### config.mk
export PLATFORM = sky130hd
export DESIGN_NAME = voltage_ref_temp_sense_control
export DESIGN_NICKNAME = d
export VERILOG_FILES = /design/src/hw/vref_ctrl_pkg.sv /design/src/hw/settle_if.sv /design/src/hw/ref_settle_timer.sv /design/src/hw/voltage_ref_temp_sense_control.sv
export SDC_FILE = /design/constraint.sdc
export NUM_CORES = 1
export LEC_CHECK = 0
export BUFFER_PORTS_ARGS = -buffer_cell sky130_fd_sc_hd__buf_2
export CORE_ASPECT_RATIO = 1.5
export CORE_MARGIN = 2
export CORE_UTILIZATION = 48
export DETAILED_ROUTE_END_ITERATION = 6
export PLACE_DENSITY = 0.84
export SLEW_MARGIN = 40
export SYNTH_ARGS = -nofsm -noshare
export SYNTH_HDL_FRONTEND = slang
export SYNTH_SLANG_ARGS = --single-unit
export TNS_END_PERCENT = 20
### constraint.sdc
create_clock -name clk -period 2.8 [get_ports clk]
set_input_delay 0.56 -clock clk [delete_from_list [all_inputs] [get_ports clk]]
set_output_delay 0.56 -clock clk [all_outputs]
set_load 0.01 [all_outputs]
### src/hw/vref_ctrl_pkg.sv
package vref_ctrl_pkg;

    // Register map, byte addresses on the slave port
    localparam logic [7:0] CTRL_ADDR        = 8'h00;
    localparam logic [7:0] CTRL_RESET       = 8'h00;

    // Field positions in the control word
    localparam int         EN_BIT           = 7;
    localparam int         READY_BIT        = 6;
    localparam int         TS_EN_BIT        = 5;
    localparam int         TS_RNG_BIT       = 4;
    localparam int         CMP_GAIN_LSB     = 2;
    localparam int         CNV_GAIN_LSB     = 0;

    // Buffer gain codes
    localparam logic [1:0] GAIN_OFF         = 2'h0;
    localparam logic [1:0] GAIN_X1          = 2'h1;
    localparam logic [1:0] GAIN_X2          = 2'h2;
    localparam logic [1:0] GAIN_X4          = 2'h3;

    // Reference settling time, rounded up to whole clocks
    localparam int         CLK_PERIOD_PS    = 25000;
    localparam int         SETTLE_TIME_NS   = 20000;
    localparam int         SETTLE_CYCLES    = (SETTLE_TIME_NS * 1000 + CLK_PERIOD_PS - 1) / CLK_PERIOD_PS;

endpackage

### src/hw/settle_if.sv
`timescale 1ns/1ps
`default_nettype none

interface settle_if;
    logic start;
    logic ready;

    modport ctrl  (output start, input ready);
    modport timer (input start, output ready);
endinterface

`default_nettype wire

### src/hw/ref_settle_timer.sv
`timescale 1ns/1ps
`default_nettype none

module ref_settle_timer #(
    parameter int CYCLES = vref_ctrl_pkg::SETTLE_CYCLES
) (
    input  wire logic clk,
    input  wire logic rst_b,
    settle_if.timer   stl
);
    localparam int CW = $clog2(CYCLES + 1);

    typedef struct packed {
        logic [CW-1:0] count;
        logic          ready;
    } timer_state_t;

    timer_state_t st_r;
    timer_state_t st_nxt;

    always_comb begin
        st_nxt = st_r;
        // Dropping the enable restarts the settling wait from zero
        if (!stl.start) begin
            st_nxt.count = '0;
            st_nxt.ready = 1'b0;
        end else if (st_r.count != CW'(CYCLES)) begin
            st_nxt.count = st_r.count + CW'(1);
        end else begin
            st_nxt.ready = 1'b1;
        end
    end

    always_ff @(posedge clk or negedge rst_b) begin
        if (!rst_b) begin
            st_r <= '0;
        end else begin
            st_r <= st_nxt;
        end
    end

    assign stl.ready = st_r.ready;
endmodule

`default_nettype wire

### src/hw/voltage_ref_temp_sense_control.sv
`timescale 1ns/1ps
`default_nettype none

// Notes on behaviour
// - Bit 7 is a writable reference enable.
// - Bit 6 is read-only ready: 1 when reference usable, else 0.
// - On the high-voltage variant the ready flag always reads 1.
// - Bit 5 is a writable temperature sensor enable.
// - Bit 4 selects temperature range: 1 high (four drops), 0 low.
// - Bits 3-2 set comparator buffer gain: 11 4x, 10 2x, 01 1x, 00 off.
// - Bits 1-0 set converter buffer gain with the same coding.
// - On the standard variant, ready stays low after enable until the circuits have settled.
module voltage_ref_temp_sense_control #(
    parameter bit HIGH_VOLTAGE_VARIANT = 1'b0,
    parameter int SETTLE_CYCLES        = vref_ctrl_pkg::SETTLE_CYCLES
) (
    input  wire logic        clk,
    input  wire logic        rst_b,
    input  wire logic [7:0]  address,
    input  wire logic        read,
    input  wire logic        write,
    input  wire logic [31:0] writedata,
    input  wire logic [3:0]  byteenable,
    output logic      [31:0] readdata,
    output logic             waitrequest,
    output logic             ref_enable,
    output logic             ref_ready_flag,
    output logic             temp_sense_enable,
    output logic             temp_range_select,
    output logic      [1:0]  comparator_ref_gain,
    output logic      [1:0]  converter_ref_gain,
    output logic             comp_buf_on,
    output logic      [2:0]  comp_gain_mult,
    output logic             conv_buf_on,
    output logic      [2:0]  conv_gain_mult
);
    typedef struct packed {
        logic        waitreq;
        logic [31:0] rdata;
        logic        en;
        logic        ready;
        logic        ts_en;
        logic        ts_rng;
        logic [1:0]  cmp_gain;
        logic [1:0]  cnv_gain;
        logic        cmp_on;
        logic [2:0]  cmp_mult;
        logic        cnv_on;
        logic [2:0]  cnv_mult;
    } ctrl_state_t;

    // One-hot multiplier {4x,2x,1x}; all zero means buffer off
    function automatic logic [2:0] gain_mult(input logic [1:0] code);
        logic [2:0] m;
        m = 3'h0;
        case (code)
            vref_ctrl_pkg::GAIN_X4: m = 3'h4;
            vref_ctrl_pkg::GAIN_X2: m = 3'h2;
            vref_ctrl_pkg::GAIN_X1: m = 3'h1;
            default:                m = 3'h0;
        endcase
        return m;
    endfunction

    // Any code but off powers the buffer
    function automatic logic buf_on(input logic [1:0] code);
        return code != vref_ctrl_pkg::GAIN_OFF;
    endfunction

    ctrl_state_t st_r;
    ctrl_state_t st_nxt;
    logic        hit;
    logic        wr_take;
    logic [7:0]  ctrl_word;

    settle_if stl ();

    ref_settle_timer #(
        .CYCLES (SETTLE_CYCLES)
    ) u_settle (
        .clk   (clk),
        .rst_b (rst_b),
        .stl   (stl)
    );

    assign stl.start = st_r.en;
    assign hit       = (address == vref_ctrl_pkg::CTRL_ADDR);
    // Write lands at the edge where waitrequest is seen low
    assign wr_take   = write && !st_r.waitreq && hit && byteenable[0];
    assign ctrl_word = {st_r.en, st_r.ready, st_r.ts_en, st_r.ts_rng, st_r.cmp_gain, st_r.cnv_gain};

    always_comb begin
        st_nxt = st_r;
        // One wait state per access; unmapped reads return zero
        if ((read || write) && st_r.waitreq) begin
            st_nxt.waitreq = 1'b0;
            st_nxt.rdata   = hit ? {24'h0000_00, ctrl_word} : 32'h0000_0000;
        end else begin
            st_nxt.waitreq = 1'b1;
        end
        if (wr_take) begin
            st_nxt.en       = writedata[vref_ctrl_pkg::EN_BIT];
            st_nxt.ts_en    = writedata[vref_ctrl_pkg::TS_EN_BIT];
            st_nxt.ts_rng   = writedata[vref_ctrl_pkg::TS_RNG_BIT];
            st_nxt.cmp_gain = writedata[vref_ctrl_pkg::CMP_GAIN_LSB +: 2];
            st_nxt.cnv_gain = writedata[vref_ctrl_pkg::CNV_GAIN_LSB +: 2];
        end
        // Ready is never taken from writedata
        st_nxt.ready    = HIGH_VOLTAGE_VARIANT ? 1'b1 : (stl.ready && st_nxt.en);
        st_nxt.cmp_mult = gain_mult(st_nxt.cmp_gain);
        st_nxt.cmp_on   = buf_on(st_nxt.cmp_gain);
        st_nxt.cnv_mult = gain_mult(st_nxt.cnv_gain);
        st_nxt.cnv_on   = buf_on(st_nxt.cnv_gain);
    end

    always_ff @(posedge clk or negedge rst_b) begin
        if (!rst_b) begin
            st_r         <= '0;
            st_r.waitreq <= 1'b1;
            st_r.ready   <= HIGH_VOLTAGE_VARIANT;
        end else begin
            st_r <= st_nxt;
        end
    end

    assign readdata            = st_r.rdata;
    assign waitrequest         = st_r.waitreq;
    assign ref_enable          = st_r.en;
    assign ref_ready_flag      = st_r.ready;
    assign temp_sense_enable   = st_r.ts_en;
    assign temp_range_select   = st_r.ts_rng;
    assign comparator_ref_gain = st_r.cmp_gain;
    assign converter_ref_gain  = st_r.cnv_gain;
    assign comp_buf_on         = st_r.cmp_on;
    assign comp_gain_mult      = st_r.cmp_mult;
    assign conv_buf_on         = st_r.cnv_on;
    assign conv_gain_mult      = st_r.cnv_mult;

    a_enable_write: assert property (@(posedge clk) disable iff (!rst_b)
        wr_take |=> ref_enable == $past(writedata[7]))
        else $error("reference enable did not follow the write");

    a_ready_off: assert property (@(posedge clk) disable iff (!rst_b)
        (!ref_enable && !HIGH_VOLTAGE_VARIANT) |-> !ref_ready_flag)
        else $error("ready set while reference disabled");

    a_ready_const: assert property (@(posedge clk) disable iff (!rst_b)
        HIGH_VOLTAGE_VARIANT |-> ref_ready_flag)
        else $error("ready not constant on high-voltage variant");

    a_ready_settle: assert property (@(posedge clk) disable iff (!rst_b)
        ($rose(ref_enable) && !HIGH_VOLTAGE_VARIANT) |-> !ref_ready_flag [*8])
        else $error("ready rose before settling");

    a_ready_bound: assert property (@(posedge clk) disable iff (!rst_b)
        ($rose(ref_enable) && !HIGH_VOLTAGE_VARIANT) |-> ##[1:900] (ref_ready_flag || !ref_enable))
        else $error("ready did not rise after settling");

    a_temp_write: assert property (@(posedge clk) disable iff (!rst_b)
        wr_take |=> temp_sense_enable == $past(writedata[5]) && temp_range_select == $past(writedata[4]))
        else $error("temperature bits did not follow the write");

    a_comp_decode: assert property (@(posedge clk) disable iff (!rst_b)
        comp_buf_on == (comparator_ref_gain != 2'h0) && comp_gain_mult[2] == (comparator_ref_gain == 2'h3))
        else $error("comparator gain decode wrong");

    a_conv_decode: assert property (@(posedge clk) disable iff (!rst_b)
        wr_take |=> conv_buf_on == ($past(writedata[1:0]) != 2'h0)
            && conv_gain_mult[0] == ($past(writedata[1:0]) == 2'h1))
        else $error("converter gain decode wrong");

    a_ready_ro: assert property (@(posedge clk) disable iff (!rst_b)
        (wr_take && writedata[6] && !writedata[7] && !HIGH_VOLTAGE_VARIANT) |=> !ref_ready_flag)
        else $error("write reached the ready flag");

    a_bus_answer: assert property (@(posedge clk) disable iff (!rst_b)
        ((read || write) && waitrequest) |=> !waitrequest ##1 waitrequest)
        else $error("slave did not answer in one wait state");

    a_wait_idle: assert property (@(posedge clk) disable iff (!rst_b)
        !(read || write) |=> waitrequest)
        else $error("waitrequest low without a request");

    a_read_back: assert property (@(posedge clk) disable iff (!rst_b)
        (read && waitrequest && address == vref_ctrl_pkg::CTRL_ADDR) |=>
            readdata[7] == $past(ref_enable) && readdata[6] == $past(ref_ready_flag)
            && readdata[5] == $past(temp_sense_enable) && readdata[4] == $past(temp_range_select)
            && readdata[3:2] == $past(comparator_ref_gain) && readdata[1:0] == $past(converter_ref_gain)
            && readdata[31:8] == 24'h0000_00)
        else $error("read data differ from the control fields");

    a_unmapped_zero: assert property (@(posedge clk) disable iff (!rst_b)
        (read && waitrequest && address != vref_ctrl_pkg::CTRL_ADDR) |=> readdata == 32'h0000_0000)
        else $error("unmapped read returned data");

    a_fields_hold: assert property (@(posedge clk) disable iff (!rst_b)
        !wr_take |=> $stable(ref_enable) && $stable(temp_sense_enable) && $stable(temp_range_select)
            && $stable(comparator_ref_gain) && $stable(converter_ref_gain))
        else $error("control field changed without an accepted write");

    a_comp_write: assert property (@(posedge clk) disable iff (!rst_b)
        wr_take |=> comparator_ref_gain == $past(writedata[3:2]) && converter_ref_gain == $past(writedata[1:0]))
        else $error("gain fields did not follow the write");

    a_comp_mult: assert property (@(posedge clk) disable iff (!rst_b)
        comp_gain_mult == ((comparator_ref_gain == 2'h3) ? 3'h4 : (comparator_ref_gain == 2'h2) ? 3'h2
            : (comparator_ref_gain == 2'h1) ? 3'h1 : 3'h0))
        else $error("comparator multiplier wrong");

    a_conv_mult: assert property (@(posedge clk) disable iff (!rst_b)
        conv_gain_mult == ((converter_ref_gain == 2'h3) ? 3'h4 : (converter_ref_gain == 2'h2) ? 3'h2
            : (converter_ref_gain == 2'h1) ? 3'h1 : 3'h0))
        else $error("converter multiplier wrong");

    a_ready_wait: assert property (@(posedge clk) disable iff (!rst_b)
        ($rose(ref_ready_flag) && !HIGH_VOLTAGE_VARIANT) |-> $past(ref_enable, 8))
        else $error("ready rose too soon after enable");

    a_ready_hv_read: assert property (@(posedge clk) disable iff (!rst_b)
        (HIGH_VOLTAGE_VARIANT && read && waitrequest && address == vref_ctrl_pkg::CTRL_ADDR) |=> readdata[6])
        else $error("high-voltage variant read ready as zero");
endmodule

`default_nettype wire

==> results.md, run 1 <==
- Timing analysis after detailed placement gives a worst setup slack of 0.869 ns.
- Across all layers, the routed design uses 1338 vias.
- Counting every instance in the synthesized netlist gives 175.
- The total inserted antenna cells is 0.
- The count of cell types in the netlist is 34.
- The count of final hold-check violations is 0.
- For this run the aggregate overflow at the end of global routing stands at 0.
- The half-perimeter wire length of the detailed placement result is 2450 um.
- The flow ran to the end, and the final reports show no timing, DRC or antenna violations.
- Clock latency on the worst-skew pair, taken at its later pin, is between 0.2 and 0.3 ns.
- The worst register-to-register path ends at u_settle.st_r[1].
- Across the run, the number of max-cap violations was 0.
- The final layout contains routed wiring with a total length of ~3300 um.
- The slowest library cell on the worst path is sky130_fd_sc_hd__dfrtp_1.
- In the layout the commonest cells are sky130_fd_sc_hd__buf_2, sky130_fd_sc_hd__dfrtp_1, sky130_fd_sc_hd__nand2_1.
- Setup slack on the critical path of the routed design comes to between 1 and 1.5 ns.
- The via count of the first global-routing pass is around 1200.
- Once detail routing completed, the nets flagged for antenna violations numbered 0.
- The peak per-stage delay on the critical path is 0.46 ns.
- The height of the die is between 80 and 90 um.
- The first detailed-routing pass took 4 iterations.
- The clock sink count is 36.
- The number of buffers inserted for hold repair after clock tree synthesis is 0.
- Walking the worst path, the cells encountered are inv_1 > ha_1 > nor4bb_1 > and4b_1 > mux2i_1.
- The relative area change from synthesis to final layout is 12.9%.
- The cell area after synthesis is 0.00186 mm^2.
- The maximum level of the CTS H-tree is 2.
- The biggest fanout along the worst timing path is 7.
- The number of buffers and inverters on the critical path is 1.
- The area of the die is ~0.0044 mm^2.
- For this run, the share of the core covered by cells in the final layout is 56.9%.
- The switching share of power is roughly a quarter.
- The cell leakage power is approximately 1.1 nW.
- In this run the core area contains 27 standard-cell rows.
- For this design the ratio of total power to cell area is about 460 mW/mm^2.
- For the worst setup path, the data required time is 3.01 ns.
- The global router's overall resource usage is roughly 17%.
- The post-CTS setup buffer count is 0.
- For this configuration, the core starts out at a cell density of 50.4%.
- The library cell occupying the most area in the post-synthesis netlist is sky130_fd_sc_hd__dfrtp_1.
- The count of pins over their slew limit is 0.
- The upper clock frequency limit is between 500 and 600 MHz.
- The kind of cell with the highest combined delay along the critical path is simple AND/OR/NAND/NOR gates.
- In the final layout, the share of cells above drive strength 1 is ~28%.
- The total internal power is 722 uW.
- The number of nets in the layout is 271.
- Of the total power, combinational logic draws about 7.8%.
- The core footprint is 0.00368 mm^2.
- Across all register-to-register paths, the minimum setup slack is roughly 1.1 ns.
- TritonCTS built the clock tree.
- The congestion estimate from routability-driven global placement came to approximately 0.74.
- The part of the total power dissipated in the clock network is a little over a third.
- Data arrives at the worst endpoint at 1.95 ns.
- In this run the cell area measured after placement is slightly above 0.002 mm^2.
- The die is 54.8 um wide.
- The average detailed-routed wire length per instance is around 13 um.
- The library cell used most frequently in the layout, excluding fill and tap cells, is sky130_fd_sc_hd__buf_2.
- Entering global routing, the biggest net connects 37 pins.
- The number of clock buffers added by TritonCTS is 5.
- Sequential cells burn between 50% and 60% of the power.
- Fill cells in the final layout number 320.
- The kind of start point of the critical path is a flop.
- The summed negative setup slack over all endpoints is 0 ns.
- The tree is rooted in a sky130_fd_sc_hd__clkbuf_8.
- The average instance area after synthesis is between 10 and 15 um^2.
- After detailed routing, the met3 layer carries about 270 um of wire.
- The worst flop-to-flop path startpoint is u_settle.st_r[1].
- The total length of routed met2 wires is about 1700 um.
- The number of antenna violations at the first check in global routing was 0.
- After layout, the design draws a total of ~950 uW.
- The total of cells resized after clock tree synthesis is 0.
- The ratio of final minimum period to clock period is around 62%.
- The warning count from the yosys run is 0.
- The worst register-to-register path has a depth of 5.
- The type of the setup path with the least slack is reg -> reg.
- In this run, the number of DRC markers left after iteration 0 of detailed routing was 24.
- The final setup violation count is 0.
- The path class of the tightest hold or removal check is in -> async.
- The worst path needs 1.74 ns of the cycle, external delays included.
- The largest buffer count on any clock path is 2.
- Setup repair after global routing left no endpoint under its margin.
- In the post-synthesis netlist, the biggest area contributors are sky130_fd_sc_hd__dfrtp_1, sky130_fd_sc_hd__buf_4, sky130_fd_sc_hd__mux2i_1.
- During I/O placement, the number of pins put on the boundary was 97.
- The final instance area is between 0.002 and 0.0025 mm^2.
- The proportion of netlist area held by the largest area contributor is 47.2%.
- The detailed-routing wirelength on met1 is roughly 1200 um.
- The uppermost layer routed is met4.
- Buffers placed on the I/O ports in this run total 44.
- The post-CTS clock slew at the launch and capture registers of the worst setup and hold paths is about 0.06 ns.
- The clock skew is roughly 0.0075 ns.
- The analysis attributes to net switching a power of approximately 230 uW.
- The worst-case IR drop observed on VDD is around 0.0004 V.
- The per-cell via count in the routed design is 5.05.
- The post-synthesis sequential element count is 36.
- The number of remaining DRC errors is 0.
- The proportion of synthesized chip area in sequential cells is between 40% and 50%.
- The first global-routing pass estimated between 5000 and 6000 um of wire.
- The type of element capturing the critical path is a flop.
-- Yosys cell counts --
cell                        n
sky130_fd_sc_hd__mux2_4     1
sky130_fd_sc_hd__a2111o_1   1
sky130_fd_sc_hd__clkbuf_2   1
sky130_fd_sc_hd__clkbuf_1   1
sky130_fd_sc_hd__nand4_4    2
sky130_fd_sc_hd__buf_6      1
sky130_fd_sc_hd__or3_1      3
sky130_fd_sc_hd__o31ai_1    3
sky130_fd_sc_hd__and4b_1    1
sky130_fd_sc_hd__o21ai_0   11
sky130_fd_sc_hd__conb_1     1
sky130_fd_sc_hd__xor2_1     2
sky130_fd_sc_hd__nand3_1    6
sky130_fd_sc_hd__dfstp_2    1
sky130_fd_sc_hd__nor4_4     2
sky130_fd_sc_hd__ha_1       2
sky130_fd_sc_hd__a21oi_1    5
sky130_fd_sc_hd__inv_1      3
sky130_fd_sc_hd__nor4bb_1   1
sky130_fd_sc_hd__nor2b_1    1
sky130_fd_sc_hd__inv_2      1
sky130_fd_sc_hd__buf_4     24
sky130_fd_sc_hd__mux2i_1   11
sky130_fd_sc_hd__clkinv_1   1
sky130_fd_sc_hd__nor3_1     2
sky130_fd_sc_hd__nand2b_1   8
sky130_fd_sc_hd__nand2_1   28
sky130_fd_sc_hd__dfrtp_1   35
sky130_fd_sc_hd__o21a_1     2
sky130_fd_sc_hd__or4_1      2
sky130_fd_sc_hd__mux2_2     6
sky130_fd_sc_hd__buf_2      1
sky130_fd_sc_hd__nor2_1     4
sky130_fd_sc_hd__nor3b_1    1
-- worst reg2reg max path: stages (launching register included) --
cell,delay [ns]
sky130_fd_sc_hd__dfrtp_1,0.46
sky130_fd_sc_hd__inv_1,0.11
sky130_fd_sc_hd__ha_1,0.16
sky130_fd_sc_hd__nor4bb_1,0.33
sky130_fd_sc_hd__and4b_1,0.41
sky130_fd_sc_hd__mux2i_1,0.21
-- worst max-delay path by stage --
| stage | cells past startpoint | endpoint | startpoint |
|---|---|---|---|
| floorplan | 4 | comparator_ref_gain[0] | address[5] |
| global placement | 4 | comparator_ref_gain[0] | address[1] |
| detailed placement | 4 | comparator_ref_gain[0] | address[1] |
| CTS | 5 | u_settle.st_r[1] | u_settle.st_r[1] |
| global route | 5 | u_settle.st_r[2] | u_settle.st_r[1] |
| finish | 5 | u_settle.st_r[1] | u_settle.st_r[1] |
-- per-stage QoR --
stage,hold WS [ns],instances
2_1_floorplan,0.264,198
3_3_place_gp,0.459,257
3_5_place_dp,0.464,257
4_1_cts,0.374,265
5_1_grt,0.250,265
6_report,0.217,265
-- layer usage --
metal | GRT usage [%] | up-vias
met1 | 18.3 | 631
li1 | - | 643
met4 | 8.25 | 0
met2 | 29.0 | 58
met3 | 5.58 | 6
met5 | 0 | -
-- logic make-up after synthesis --
| family | after synthesis | synth area share [%] |
|---|---|---|
| adders and majority gates | 2 | 1.35 |
| buffers and inverters | 33 | 12.1 |
| AOI/OAI and AO/OA | 22 | 6.94 |
| DFF | 36 | 48.6 |
| other | 1 | 0.202 |
| muxes | 18 | 10.4 |
| and+or+nand+nor | 61 | 19.5 |
| xor gates and xnor gates | 2 | 0.944 |
-- flip-flops by register name (all words and copies together), names as in the netlist --
register / count
comp_gain_mult: 3
comparator_ref_gain: 2
u_settle.st_r: 10
u_settle.stl.ready: 1
readdata: 8
ref_enable: 1
comp_buf_on: 1
temp_range_select: 1
conv_gain_mult: 3
converter_ref_gain: 2
conv_buf_on: 1
ref_ready_flag: 1
waitrequest: 1
temp_sense_enable: 1
-- layout make-up --
type / instances / area [um^2] / area share, %
Clock buffer: 7 / 76.3 / 3.64
Clock inverter: 1 / 5.00 / 0.239
Inverter: 5 / 18.8 / 0.896
Multi-Input combinational cell: 129 / 817 / 39.0
Sequential cell: 36 / 902 / 43.0
Tap cell: 43 / 53.8 / 2.57
Timing Repair Buffer: 44 / 223 / 10.6
-- power by group through the flow --
stage	clock (mW)	sequential (mW)	combinational, mW
after global placement	0	0.540	0.0730
final	0.349	0.530	0.0743
after floorplan	0	0.542	0.0594
after CTS	0.361	0.530	0.0748
after detailed placement	0	0.540	0.0748
after global routing	0.380	0.531	0.0853
Note: power is estimated with default switching activity, not from simulation.
==> run 2: changes to the inputs <==
--- a/config.mk
+++ b/config.mk
@@ -8,9 +8,9 @@
 export BUFFER_PORTS_ARGS = -buffer_cell sky130_fd_sc_hd__buf_2
 export CORE_ASPECT_RATIO = 1.5
 export CORE_MARGIN = 2
-export CORE_UTILIZATION = 48
+export CORE_UTILIZATION = 41
 export DETAILED_ROUTE_END_ITERATION = 6
-export PLACE_DENSITY = 0.84
+export PLACE_DENSITY = 0.77
 export SLEW_MARGIN = 40
 export SYNTH_ARGS = -nofsm -noshare
 export SYNTH_HDL_FRONTEND = slang
==> constraint.sdc (replaced) <==
create_clock -name clk -period 1.55 [get_ports clk]
set_input_delay 0.31 -clock clk [delete_from_list [all_inputs] [get_ports clk]]
set_output_delay 0.31 -clock clk [all_outputs]
set_load 0.01 [all_outputs]
==> run 2 against run 1 <==
The run now ends with DRC left. Final area rose by 5.5%. Sequential power rose by 81%. Clock skew fell by 0.0022 ns. Register-to-register slack got worse by 0.94 ns. Worst hold slack improved by 0.046 ns. Die area rose by 16%. First-iteration DRC count rose by 71%. Setup slack got worse by 0.94 ns. Utilization fell by 7.0 points. Maximum frequency rose by 21%. Largest cell class unchanged. Largest power group unchanged.
==> results.md, run 2 (synthesized netlist as in run 1, its figures left out) <==
- The weighted congestion at the end of routability-driven global placement is 0.840 (was 0.743).
- RSZ-0062 raised after global routing: no (unchanged).
- The number of ports placed on the die boundary is 97 (unchanged).
- The first-pass GRT wire length is 5730 um (was 5400 um).
- The max-cap check violation count was 0 (unchanged).
- The total power per unit cell area is 782 mW/mm^2 (was 455 mW/mm^2).
- The type of element capturing the critical path is a flop (unchanged).
- The final setup violation count is 0 (unchanged).
- The global-route met1 utilization is 16.4% (was 18.3%).
- The final setup slack of the worst path is 0.115 ns (was 1.06 ns).
- The dominant delay contributor by cell family on the critical path is simple AND/OR/NAND/NOR gates (unchanged).
- The CTS tree is built (unchanged).
- The height of the die came to 86.4 um (was 80.2 um).
- The leading cell type in the layout, fill and taps excluded is sky130_fd_sc_hd__buf_2 (unchanged).
- The final critical path time including I/O delays and setup is 1.44 ns (was 1.74 ns).
- The fraction of met3 tracks used by global routing is 2.84% (was 5.58%).
- The detailed-router iteration count before antenna repair is 6 (was 4).
- The flip-flop count of the largest register, all copies and words added is 10 (unchanged).
- The maximum level of the CTS H-tree was 2 (unchanged).
- The post-route worst hold slack is 0.263 ns (was 0.217 ns).
- The latest clock arrival within the worst-skew pair is 0.28 ns (was 0.29 ns).
- The clock skew is 0.00536 ns (was 0.00753 ns).
- The combinational share of power is 8.3% (was 7.8%).
- The number of buffer cells added on primary ports is 44 (unchanged).
- The share of final-layout standard cells stronger than drive strength 1 was 32.3% (was 28.4%).
- The count of final hold-check violations is 0 (unchanged).
- The clock sink count is 36 (unchanged).
- Commonest cells after routing, fill and taps aside: sky130_fd_sc_hd__buf_2, sky130_fd_sc_hd__dfrtp_1, sky130_fd_sc_hd__nand2_1 (unchanged).
- The global router's overall resource usage is 14.5% (was 17.2%).
- The clock tree root driver cell is sky130_fd_sc_hd__clkbuf_8 (unchanged).
- The layer with the highest usage is met2 (unchanged).
- The required time at the endpoint of the critical path is 1.75 ns (was 3.01 ns).
- The met2 track demand over resource in global routing is 26.3% (was 29.0%).
- The relative contribution of sequential cells to total power is 55.3% (was 55.6%).
- The largest buffer count on any clock path came to 2 (unchanged).
- The count of pins over their slew limit came to 0 (unchanged).
- The critical path launch point is u_settle.st_r[1] (unchanged).
- The total inserted antenna cells was 0 (unchanged).
- The checks that failed: DRC.
- The number of nets in the layout is 281 (was 271).
- The number of filler instances in the final layout is 409 (was 320).
- The register ranked first by flip-flop count is u_settle.st_r (unchanged).
- The total detailed-routing wirelength was 3380 um (was 3330 um).
- The part of the total power dissipated in the clock network came to 36.3% (was 36.6%).
- The starting DRC count in detailed routing is 41 (was 24).
- The worst ir drop on vdd is 0.000517 V (was 0.000397 V).
- The post-placement setup slack came to -0.0155 ns (was 0.869 ns).
- The data arrival time of the worst path is 1.64 ns (was 1.95 ns).
- Result of the run: complete, but fails checks (was completed).
- The post-CTS clock slew at the launch and capture registers of the worst setup and hold paths came to 0.07 ns (was 0.06 ns).
- The residual overflow from global routing is 0 (unchanged).
- The number of buffers added by the clock tree synthesis step was 5 (unchanged).
- The upper clock frequency limit came to 697 MHz (was 574 MHz).
- The initial standard-cell utilization of the core came to 41.9% (was 50.4%).
- The biggest fanout along the worst timing path is 2 (was 7).
- The kind of start point of the critical path is a flop (unchanged).
- The startpoint of the lowest-slack hold path is writedata[4].
- The number of antenna violations at the first check in global routing is 0 (unchanged).
- The total internal power is 1.31 mW (was 722 uW).
- The ratio of final minimum period to clock period is 92.6% (was 62.2%).
- The number of nets still failing antenna checks after routing is 0 (unchanged).
- The switching share of power is 24.1% (was 24.3%).
- The type of the setup path with the least slack is reg -> reg (unchanged).
- The total vias in the final route is 1355 (was 1338).
- The row count is 30 (was 27).
- The area of the die was 0.00509 mm^2 (was 0.00439 mm^2).
- The final total power is 1.73 mW (was 954 uW).
- The cell leakage power is 1.16 nW (was 1.10 nW).
- The worst flop-to-flop path startpoint was u_settle.st_r[1] (unchanged).
- The area taken by flip-flops and latches is 903 um^2 (was 902 um^2).
- The slowest library cell on the worst path is sky130_fd_sc_hd__dfrtp_1 (unchanged).
- The buffer and inverter count on the worst path was 2 (was 1).
- The number of remaining DRC errors came to 7 (was 0).
- The core footprint is 0.00443 mm^2 (was 0.00368 mm^2).
- The path category of the worst min-delay check was in -> reg (was in -> async).
- The horizontal extent of the die is 58.9 um (was 54.8 um).
- The largest net degree at the start of global routing is 23 (was 37).
- The average detailed-routed wire length per instance is 12.1 um (was 12.6 um).
- The via count of the first global-routing pass was 1303 (was 1229).
- The area occupied by multi-input gates is 837 um^2 (was 817 um^2).
- The post-CTS setup buffer count is 0 (unchanged).
- The relative area change from synthesis to final layout came to 19.1% (was 12.9%).
- The net load switching power was 417 uW (was 232 uW).
- Cell breakdown of the critical path: inv_1 > ha_1 > nor4bb_4 > and4b_1 > buf_4 > mux2i_1 (was inv_1 > ha_1 > nor4bb_1 > and4b_1 > mux2i_1).
- The peak per-stage delay on the critical path came to 0.37 ns (was 0.46 ns).
- The half-perimeter wire length of the detailed placement result is 2570 um (was 2450 um).
- The per-cell via count in the routed design is 4.84 (was 5.05).
run 2: cell type report:
| type | count | area share [%] |
|---|---|---|
| inverter | 5 | 0.849 |
| timing repair buffer | 54 | 14.0 |
| clock buffer | 7 | 3.45 |
| sequential | 36 | 40.9 |
| clock inverter | 1 | 0.226 |
| multi-input combinational | 129 | 37.9 |
| tap | 48 | 2.72 |
run 2: what timing repair did:
action | 4_1_cts | 5_1_grt
hold buffers | 1 | 0
pin swaps | 0 | 2
setup endpoints to repair | 3 | 4
resized for setup | 2 | 2
endpoints found under the hold margin | 14 | 0
run 2: power groups by stage:
stage                     registers, mW  clock network (mW)  logic, mW
after floorplan                   0.979                   0      0.107
after global placement            0.975                   0      0.140
after detailed placement          0.975                   0      0.143
after CTS                         0.957               0.647      0.146
after global routing              0.958               0.700      0.163
final                             0.957               0.628      0.144
run 2: worst reg2reg max path, delay by kind of cell, from the launching register on:
| family | cells | cell delay (ns) |
|---|---|---|
| fa+ha+maj | 1 | 0.15 |
| buf+inv | 2 | 0.20 |
| flops | 1 | 0.37 |
| mux | 1 | 0.17 |
| simple gates | 2 | 0.46 |
run 2: stage by stage:
| stage | area, um^2 | cells | TNS, ns | util (%) |
|---|---|---|---|---|
| 6_report | 2210 | 280 | 0 | 49.9 |
| 5_1_grt | 2210 | 280 | 0 | 49.9 |
| 4_1_cts | 2200 | 280 | 0 | 49.8 |
| 3_5_place_dp | 2100 | 271 | -0.0632 | 47.4 |
| 3_3_place_gp | 2100 | 271 | 0 | 47.4 |
| 2_1_floorplan | 1940 | 198 | 0 | - |
run 2: final timing paths:
path	endpoint	slack, ns	cells past startpoint
max	u_settle.st_r[2]	0.11	6
min	temp_range_select	0.26	2
max reg2reg	u_settle.st_r[2]	0.11	6
min reg2reg	readdata[6]	0.48	2
max in group asynchronous	waitrequest	0.56	3
min in group asynchronous	comp_gain_mult[2]	0.48	2
run 2: routing by layer:
metal,vias to the layer above,wire (um)
li1,660,-
met1,641,1310
met2,51,1850
met3,3,201
met4,0,22
met5,-,0
